$ cat config.mk
export PLATFORM = sky130hd
export DESIGN_NAME = eight_bit_compare_timer
export DESIGN_NICKNAME = d
export VERILOG_FILES = /design/src/design/timer_pkg.sv /design/src/design/eight_bit_compare_timer.sv
export VERILOG_INCLUDE_DIRS = /design/src /design/src/design
export SDC_FILE = /design/constraint.sdc
export NUM_CORES = 1
export LEC_CHECK = 0
export BUFFER_PORTS_ARGS = -buffer_cell sky130_fd_sc_hd__buf_2
export CORE_UTILIZATION = 53
export CTS_CLUSTER_SIZE = 12
export DETAILED_ROUTE_END_ITERATION = 7
export PLACE_DENSITY_LB_ADDON = 0.05
export SETUP_SLACK_MARGIN = 0.1
export SKIP_LAST_GASP = 1
export SYNTH_ARGS = -nofsm -noshare
export SYNTH_HDL_FRONTEND = slang
export SYNTH_SLANG_ARGS = --single-unit
$ cat constraint.sdc
create_clock -name pclk -period 2.4 [get_ports pclk]
set_input_delay 0.24 -clock pclk [delete_from_list [all_inputs] [get_ports pclk]]
set_output_delay 0.24 -clock pclk [all_outputs]
set_load 0.05 [all_outputs]
$ cat src/design/timer_cfg.svh
// Purpose: Offsets, field positions, reset values and divider taps of the compare timer
// Assumes: APB byte addresses, one 32-bit word per register
// Notes: Definitions only
`ifndef TIMER_CFG_SVH
`define TIMER_CFG_SVH

// ----------------------------------------
// Register offsets
// ----------------------------------------
`define TMR_OFF_CTRL 12'h000
`define TMR_OFF_STAT 12'h004
`define TMR_OFF_CONST_A 12'h008
`define TMR_OFF_CONST_B 12'h00c
`define TMR_OFF_COUNT 12'h010

// ----------------------------------------
// Field positions
// ----------------------------------------
`define TMR_CTRL_IEN_B 7
`define TMR_CTRL_IEN_A 6
`define TMR_CTRL_IEN_W 5
`define TMR_STAT_FLAG_B 7
`define TMR_STAT_FLAG_A 6
`define TMR_STAT_FLAG_W 5
`define TMR_STAT_FIXED 4

// ----------------------------------------
// Reset values
// ----------------------------------------
`define TMR_RST_CTRL 8'h00
`define TMR_RST_STAT 8'h10
`define TMR_RST_CONST 8'hff
`define TMR_RST_COUNT 8'h00

// ----------------------------------------
// Prescaler taps: bit n toggles every 2**n cycles, period 2**(n+1)
// ----------------------------------------
`define TMR_DIV_W 10
`define TMR_TAP_DIV8 2
`define TMR_TAP_DIV64 5
`define TMR_TAP_DIV1024 9

`endif

$ cat src/design/timer_pkg.sv
// Purpose: Types shared by the compare timer
// Assumes: Nothing beyond the cfg header
// Notes: Encodings of selection fields follow the control and status register layouts
package timer_pkg;
  typedef logic [7:0] byte_t;
  typedef logic [2:0] src_sel_t;
  typedef logic [1:0] clr_sel_t;
  typedef logic [1:0] out_act_t;
  typedef enum logic [1:0] {IRQ_NONE, IRQ_A, IRQ_B, IRQ_WRAP} irq_src_t;
endpackage : timer_pkg

$ cat src/design/eight_bit_compare_timer.sv
// Purpose: 8-bit up-counting compare timer with APB register access
// Assumes: pclk 125 MHz, external pins are asynchronous to pclk
// Notes: Zero-wait APB slave, pready rises in every access phase
`timescale 1ns/100ps
`default_nettype none
`include "timer_cfg.svh"

module eight_bit_compare_timer (
  // Clock and reset
  input wire logic pclk,
  input wire logic presetn,
  // APB slave
  input wire logic psel,
  input wire logic penable,
  input wire logic pwrite,
  input wire logic [11:0] paddr,
  input wire logic [31:0] pwdata,
  output logic [31:0] prdata,
  output logic pready,
  output logic pslverr,
  // External pins
  input wire logic ext_count_input,
  input wire logic ext_reset_input,
  output logic timer_output_pin,
  output logic timer_output_oe,
  // Interrupt controller
  output logic match_irq_a,
  output logic match_irq_b,
  output logic wrap_irq,
  output timer_pkg::irq_src_t irq_top,
  // Transfer controller
  output logic xfer_req_a,
  output logic xfer_req_b,
  input wire logic xfer_ack_a,
  input wire logic xfer_ack_b
);
  import timer_pkg::*;

  // ----------------------------------------
  // Helpers
  // ----------------------------------------
  // Address decode, used for both read and write paths
  function automatic logic [2:0] reg_index(input logic [11:0] addr);
    case (addr)
      `TMR_OFF_CTRL: reg_index = 3'h1;
      `TMR_OFF_STAT: reg_index = 3'h2;
      `TMR_OFF_CONST_A: reg_index = 3'h3;
      `TMR_OFF_CONST_B: reg_index = 3'h4;
      `TMR_OFF_COUNT: reg_index = 3'h5;
      default: reg_index = 3'h0;
    endcase
  endfunction : reg_index

  // Action of one channel when its event fires, else hold
  function automatic out_act_t chan_action(input out_act_t sel, input logic ev);
    chan_action = ev ? sel : 2'h0;
  endfunction : chan_action

  // ----------------------------------------
  // Registers
  // ----------------------------------------
  byte_t ctrl_reg, const_a_reg, const_b_reg, timer_count_reg, timer_count_next;
  logic [3:0] os_reg;
  logic [2:0] arm_reg;
  logic [31:0] prdata_reg;
  logic [`TMR_DIV_W-1:0] div_reg;
  logic match_flag_a, match_flag_b, wrap_flag, pready_reg, pslverr_reg, out_reg, oe_reg;
  logic irq_a_reg, irq_b_reg, irq_w_reg, int_prev_reg, ext_prev_reg, rst_prev_reg;
  irq_src_t irq_top_reg;

  src_sel_t src_sel;
  clr_sel_t clr_sel;
  assign src_sel = ctrl_reg[2:0];
  assign clr_sel = ctrl_reg[4:3];

  // ----------------------------------------
  // APB access
  // ----------------------------------------
  logic [2:0] acc_idx;
  logic acc_done, wr_ctrl, wr_stat, wr_const_a, wr_const_b, wr_cnt, rd_stat;

  assign acc_done = psel & penable & pready_reg;
  assign acc_idx = reg_index(paddr);
  assign wr_ctrl = acc_done & pwrite & (acc_idx == 3'h1);
  assign wr_stat = acc_done & pwrite & (acc_idx == 3'h2);
  assign wr_const_a = acc_done & pwrite & (acc_idx == 3'h3);
  assign wr_const_b = acc_done & pwrite & (acc_idx == 3'h4);
  assign wr_cnt = acc_done & pwrite & (acc_idx == 3'h5);
  assign rd_stat = acc_done & ~pwrite & (acc_idx == 3'h2);

  byte_t stat_view;
  assign stat_view = {match_flag_b, match_flag_a, wrap_flag, 1'b1, os_reg};

  // Answer is prepared in setup, so the access phase never waits
  always_ff @(posedge pclk or negedge presetn) begin
    if (!presetn) begin
      pready_reg <= 1'b0;
      pslverr_reg <= 1'b0;
      prdata_reg <= 32'h0000_0000;
    end else begin
      pready_reg <= psel & ~penable;
      if (psel & ~penable) begin
        pslverr_reg <= (reg_index(paddr) == 3'h0);
        case (reg_index(paddr))
          3'h1: prdata_reg <= {24'h00_0000, ctrl_reg};
          3'h2: prdata_reg <= {24'h00_0000, stat_view};
          3'h3: prdata_reg <= {24'h00_0000, const_a_reg};
          3'h4: prdata_reg <= {24'h00_0000, const_b_reg};
          3'h5: prdata_reg <= {24'h00_0000, timer_count_reg};
          default: prdata_reg <= 32'h0000_0000;
        endcase
      end else begin
        pslverr_reg <= 1'b0;
      end
    end
  end

  always_ff @(posedge pclk or negedge presetn) begin
    if (!presetn) begin
      ctrl_reg <= `TMR_RST_CTRL;
      os_reg <= 4'h0;
      const_a_reg <= `TMR_RST_CONST;
      const_b_reg <= `TMR_RST_CONST;
    end else begin
      if (wr_ctrl) begin
        ctrl_reg <= pwdata[7:0];
      end
      if (wr_stat) begin
        os_reg <= pwdata[3:0];
      end
      if (wr_const_a) begin
        const_a_reg <= pwdata[7:0];
      end
      if (wr_const_b) begin
        const_b_reg <= pwdata[7:0];
      end
    end
  end

  // ----------------------------------------
  // Input synchronisers
  // ----------------------------------------
  // Two flops only; pulses narrower than the documented minimum are lost
  logic [1:0] pin_raw, sync1_reg, sync2_reg;
  assign pin_raw = {ext_reset_input, ext_count_input};

  genvar gi;
  generate
    for (gi = 0; gi < 2; gi++) begin : g_sync
      always_ff @(posedge pclk or negedge presetn) begin
        if (!presetn) begin
          sync1_reg[gi] <= 1'b0;
          sync2_reg[gi] <= 1'b0;
        end else begin
          sync1_reg[gi] <= pin_raw[gi];
          sync2_reg[gi] <= sync1_reg[gi];
        end
      end
    end
  endgenerate

  // ----------------------------------------
  // Count source
  // ----------------------------------------
  logic int_lvl, ext_lvl, rst_lvl, inc;

  assign ext_lvl = sync2_reg[0];
  assign rst_lvl = sync2_reg[1];

  always_comb begin
    case (src_sel)
      3'h1: int_lvl = div_reg[`TMR_TAP_DIV8];
      3'h2: int_lvl = div_reg[`TMR_TAP_DIV64];
      3'h3: int_lvl = div_reg[`TMR_TAP_DIV1024];
      default: int_lvl = 1'b0;
    endcase
  end

  // Stopped and external selections read as low, so a change of selection
  // from a high tap to anything low is seen as a falling edge
  always_comb begin
    inc = int_prev_reg & ~int_lvl;
    case (src_sel)
      3'h5: inc = inc | (ext_lvl & ~ext_prev_reg);
      3'h6: inc = inc | (~ext_lvl & ext_prev_reg);
      3'h7: inc = inc | (ext_lvl ^ ext_prev_reg);
      default: inc = inc;
    endcase
  end

  always_ff @(posedge pclk or negedge presetn) begin
    if (!presetn) begin
      div_reg <= '0;
      int_prev_reg <= 1'b0;
      ext_prev_reg <= 1'b0;
      rst_prev_reg <= 1'b0;
    end else begin
      div_reg <= div_reg + 1'b1;
      int_prev_reg <= int_lvl;
      ext_prev_reg <= ext_lvl;
      rst_prev_reg <= rst_lvl;
    end
  end

  // ----------------------------------------
  // Counter and compare
  // ----------------------------------------
  logic cmp_a, cmp_b, ext_clr, clr, wrap_set;

  assign cmp_a = inc & (timer_count_reg == const_a_reg) & ~wr_const_a;
  assign cmp_b = inc & (timer_count_reg == const_b_reg) & ~wr_const_b;
  assign ext_clr = (clr_sel == 2'h3) & rst_lvl & ~rst_prev_reg;
  assign clr = ext_clr | ((clr_sel == 2'h1) & cmp_a) | ((clr_sel == 2'h2) & cmp_b);
  assign wrap_set = inc & ~clr & ~wr_cnt & (timer_count_reg == 8'hff);

  always_comb begin
    if (clr) begin
      timer_count_next = 8'h00;
    end else if (wr_cnt) begin
      timer_count_next = pwdata[7:0];
    end else if (inc) begin
      timer_count_next = timer_count_reg + 8'h01;
    end else begin
      timer_count_next = timer_count_reg;
    end
  end

  always_ff @(posedge pclk or negedge presetn) begin
    if (!presetn) begin
      timer_count_reg <= `TMR_RST_COUNT;
    end else begin
      timer_count_reg <= timer_count_next;
    end
  end

  // ----------------------------------------
  // Flags
  // ----------------------------------------
  // A zero write clears a flag only after it was read as one; set wins
  logic [2:0] clr_req;
  assign clr_req[2] = (wr_stat & ~pwdata[`TMR_STAT_FLAG_B] & arm_reg[2]) | xfer_ack_b;
  assign clr_req[1] = (wr_stat & ~pwdata[`TMR_STAT_FLAG_A] & arm_reg[1]) | xfer_ack_a;
  assign clr_req[0] = wr_stat & ~pwdata[`TMR_STAT_FLAG_W] & arm_reg[0];

  always_ff @(posedge pclk or negedge presetn) begin
    if (!presetn) begin
      match_flag_a <= 1'b0;
      match_flag_b <= 1'b0;
      wrap_flag <= 1'b0;
      arm_reg <= 3'h0;
    end else begin
      match_flag_b <= cmp_b | (match_flag_b & ~clr_req[2]);
      match_flag_a <= cmp_a | (match_flag_a & ~clr_req[1]);
      wrap_flag <= wrap_set | (wrap_flag & ~clr_req[0]);
      if (rd_stat) begin
        arm_reg <= arm_reg | prdata_reg[`TMR_STAT_FLAG_B:`TMR_STAT_FLAG_W]; // Flags the read returned
      end else if (wr_stat) begin
        arm_reg <= 3'h0;
      end
    end
  end

  // ----------------------------------------
  // Timer output
  // ----------------------------------------
  out_act_t act_a, act_b;
  logic out_next;
  assign act_a = chan_action(os_reg[1:0], cmp_a);
  assign act_b = chan_action(os_reg[3:2], cmp_b);

  always_comb begin
    if (act_a == 2'h3 || act_b == 2'h3) begin
      out_next = ~out_reg;
    end else if (act_a == 2'h2 || act_b == 2'h2) begin
      out_next = 1'b1;
    end else if (act_a == 2'h1 || act_b == 2'h1) begin
      out_next = 1'b0;
    end else begin
      out_next = out_reg;
    end
  end

  always_ff @(posedge pclk or negedge presetn) begin
    if (!presetn) begin
      out_reg <= 1'b0;
      oe_reg <= 1'b0;
    end else begin
      out_reg <= out_next;
      oe_reg <= (os_reg != 4'h0);
    end
  end

  // ----------------------------------------
  // Interrupt requests
  // ----------------------------------------
  logic ia, ib, iw;
  assign ia = match_flag_a & ctrl_reg[`TMR_CTRL_IEN_A];
  assign ib = match_flag_b & ctrl_reg[`TMR_CTRL_IEN_B];
  assign iw = wrap_flag & ctrl_reg[`TMR_CTRL_IEN_W];

  always_ff @(posedge pclk or negedge presetn) begin
    if (!presetn) begin
      irq_a_reg <= 1'b0;
      irq_b_reg <= 1'b0;
      irq_w_reg <= 1'b0;
      irq_top_reg <= IRQ_NONE;
    end else begin
      irq_a_reg <= ia;
      irq_b_reg <= ib;
      irq_w_reg <= iw;
      if (ia) begin
        irq_top_reg <= IRQ_A;
      end else if (ib) begin
        irq_top_reg <= IRQ_B;
      end else if (iw) begin
        irq_top_reg <= IRQ_WRAP;
      end else begin
        irq_top_reg <= IRQ_NONE;
      end
    end
  end

  assign prdata = prdata_reg;
  assign pready = pready_reg;
  assign pslverr = pslverr_reg;
  assign timer_output_pin = out_reg;
  assign timer_output_oe = oe_reg;
  assign match_irq_a = irq_a_reg;
  assign match_irq_b = irq_b_reg;
  assign wrap_irq = irq_w_reg;
  assign irq_top = irq_top_reg;
  // Wrap requests never reach the transfer controller
  assign xfer_req_a = irq_a_reg;
  assign xfer_req_b = irq_b_reg;
endmodule : eight_bit_compare_timer
`default_nettype wire

==> summary.md <==
| Metric | Value |
|---|---|
| CTS Buffer Depth | `2` |
| EDFF count, synth | `0` |
| Post-layout util | `63.9%` |
| Final cycle utilization of the critical path | `91.8%` |
| Synth top area cells | `dfrtp_1 39%, dfstp_2 11%, mux2_2 8.4%` |
| Reg power frac | `49.3%` |
| Flops & latches, synth | `76` |
| Commonest non-fill, non-tap cell in the layout | `dfrtp_1` |
| CP Launch Type | `flop` |
| Fmax achieved | `0.454 GHz` |
| CP required | `2.61 ns` |
| Worst Setup End Kind | `flop` |
| Max reg flops | `10` |
| First-pass GRT wire length | `13.7 mm` |
| All-Layer GR Usage | `24.2%` |
| Sw Ratio | `23.2%` |
| Net switching power of the design | `609 µW` |
| Worst Setup Path Type | `flop to flop` |
| Post-synth ARST share | `100%` |
| Wire per inst | `16.7 µm` |
| Most frequent cells in the layout | `60 x dfrtp_1, 46 x buf_2, 29 x mux2_2` |
| DRC errors left | `0` |
| Final net count | `468` |
| Die ar. | `7660 µm²` |
| Mean Syn Cell Area | `10.9 µm²` |
| Peak supply drop | `0.330 mV` |
| I/O pin total | `96` |
| Starting Density | `55.9%` |
| Final min period | `2.20 ns` |
| Dpl ws | `-0.0161 ns` |
| Mapped Area | `3880 µm²` |
| Largest net degree at the start of global routing | `77` |
| Cell Int Power | `2.01 mW` |
| CTS root buffer | `clkbuf_8` |
| Synth Flop Type | `dfrtp_1` |
| Yosys cell types | `51` |
| Final hold vios | `0` |
| Die width | `87.5 µm` |
| Diode count | `0` |
| Final setup fails | `0` |
| Layout cells sized above 1 | `31.3%` |
| Max-capacitance violation count | `0` |
| H-tree level count | `3` |
| PortBufs | `47` |
| Reg clk slew, reported paths | `0.08 ns` |
| FP Rows | `30` |
| Slew @ Worst Pin | `0.928 ns` |
| Initial DRC count | `188` |
| Fill cell count | `575` |
| Fin cells | `512` |
| Power Dens Cells | `590 nW/µm²` |
| Min Hold Slack | `0.0137 ns` |
| Clock Skew | `0.00712 ns` |
| Initial antenna violation count | `0` |
| Critical Path Fanout Max | `9` |
| GRT overflow | `0` |
| Vias/cell | `5.54` |
| Status | `finished clean` |
| Pleak | `2.00 nW` |
| DR vias | `2836` |
| Logic pwr share | `6.9%` |
| Placed cell count | `494` |
| CTS Sinks | `76` |
| Gate Count Post-Synth | `355` |
| Final worst slack | `0.197 ns` |
| Vias in the first global route | `2695` |
| Latest clock arrival within the worst-skew pair | `0.34 ns` |
| Pwr Total | `2.62 mW` |
| CP arrival | `2.41 ns` |
| Cts bufs inserted | `9` |
| Placer Congestion | `0.854` |
| Area after DPL | `4170 µm²` |
| Yosys top cell by area | `dfrtp_1` |
| Final HPWL DP | `6.17 mm` |
| Register area share after synthesis | `49.5%` |
| CORE AREA | `6940 µm²` |
| RSZ-0062 raised after global routing | `false` |
| Clock share of power | `43.8%` |
| Synthesis-to-layout area growth | `14.5%` |
| Slew headroom | `38.2%` |
| ANT nets after route | `0` |
| Final Cell Area | `4440 µm²` |
| Postcts setup bufs | `0` |
| Hold Crit Class | `primary input to asynchronous set/reset pin` |
| TritonCTS clock tree | `built` |
| Ys Warns | `0` |
| DR pass1 iterations | `4` |
| Post-route setup TNS | `0 ns` |
| Die Ht | `87.5 µm` |
| Synth top area share | `38.7%` |
| Final Max Slew Viols | `0` |
| Wirelength, routed | `8.56 mm` |
## metal layers
| metal | vias to the layer above | part of all wire (%) | track usage (%) |
|---|---|---|---|
| met5 | - | 0 | 0 |
| met4 | 0 | 2.0 | 10.3 |
| met3 | 16 | 5.0 | 3.77 |
| met2 | 102 | 47 | 38.9 |
| met1 | 1392 | 46 | 32.9 |
| li1 | 1326 | - | - |
## path summary, 6_finish.rpt
path | from | to | slack (ns) | depth (start not counted)
setup / recovery | ctrl_reg[0] | wrap_flag | 0.20 | 6
min in group pclk | xfer_ack_b | match_flag_b | 0.17 | 3
hold / removal | presetn | pslverr | 0.01 | 1
max in group asynchronous | presetn | os_reg[3] | 1.76 | 1
setup reg to reg | ctrl_reg[0] | wrap_flag | 0.20 | 6
hold reg to reg | sync1_reg[1] | rst_lvl | 0.35 | 0
## synthesized netlist by cell type (2+ instances only)
cell / instances
nor2_1: 20
clkbuf_1: 14
xor2_1: 24
ha_1: 4
nor4_1: 5
mux2_2: 29
a21oi_1: 6
dfstp_2: 16
nand2_1: 25
and2_1: 4
o21ai_0: 15
a221oi_1: 6
a22oi_1: 6
o2bb2ai_1: 6
mux2i_1: 2
or4_4: 2
nor3_1: 2
o211ai_1: 2
and3_1: 6
xnor2_1: 7
nand3_1: 7
buf_4: 26
inv_1: 10
nor3b_1: 2
or3_1: 2
dfrtp_1: 60
a211oi_1: 13
nand4_1: 6
or4_1: 3
nand2b_1: 4
## layout make-up
class | instances | area, µm² | area share, %
tap | 96 | 120 | 2.70
sequential | 76 | 1920 | 43.3
multi-input combinational | 250 | 1750 | 39.4
inverter | 10 | 37.5 | 0.845
clock buffer | 10 | 128 | 2.87
timing repair buffer | 64 | 370 | 8.34
clock inverter | 6 | 113 | 2.54
## worst max-delay path, cell delays in order (launching register included)
cell and delay, ns:
dfrtp_1 0.35, mux2_2 0.35, a211oi_1 0.24, a2bb2oi_1 0.29
nand4_1 0.21, o31ai_4 0.47, o21ai_0 0.14
## power groups by stage
stage	Sequential [mW]	Clock, mW	Combinational (mW)
floorplan	1.32	0	0.134
global placement	1.32	0	0.177
detailed placement	1.32	0	0.179
CTS	1.29	1.17	0.182
global route	1.29	1.22	0.197
finish	1.29	1.15	0.181
## kinds of logic (layout without fill, tap and decap cells)
kind of cell,Yosys count,count (layout),share of synthesized area (%)
xor+xnor,31,31,7.00
other cells,1,24,0.0967
flops,76,76,49.5
buf+inv,52,90,7.77
compound gates,61,61,11.3
fa+ha+maj,4,4,1.29
mux,31,31,8.94
simple gates,99,99,14.1
## repair_timing
item	CTS	global route
resized for setup	1	0
hold buffers	2	0
endpoints found under the setup margin	9	0
endpoints found under the hold margin	2	0
No activity file was read; power rests on OpenSTA's default activity.
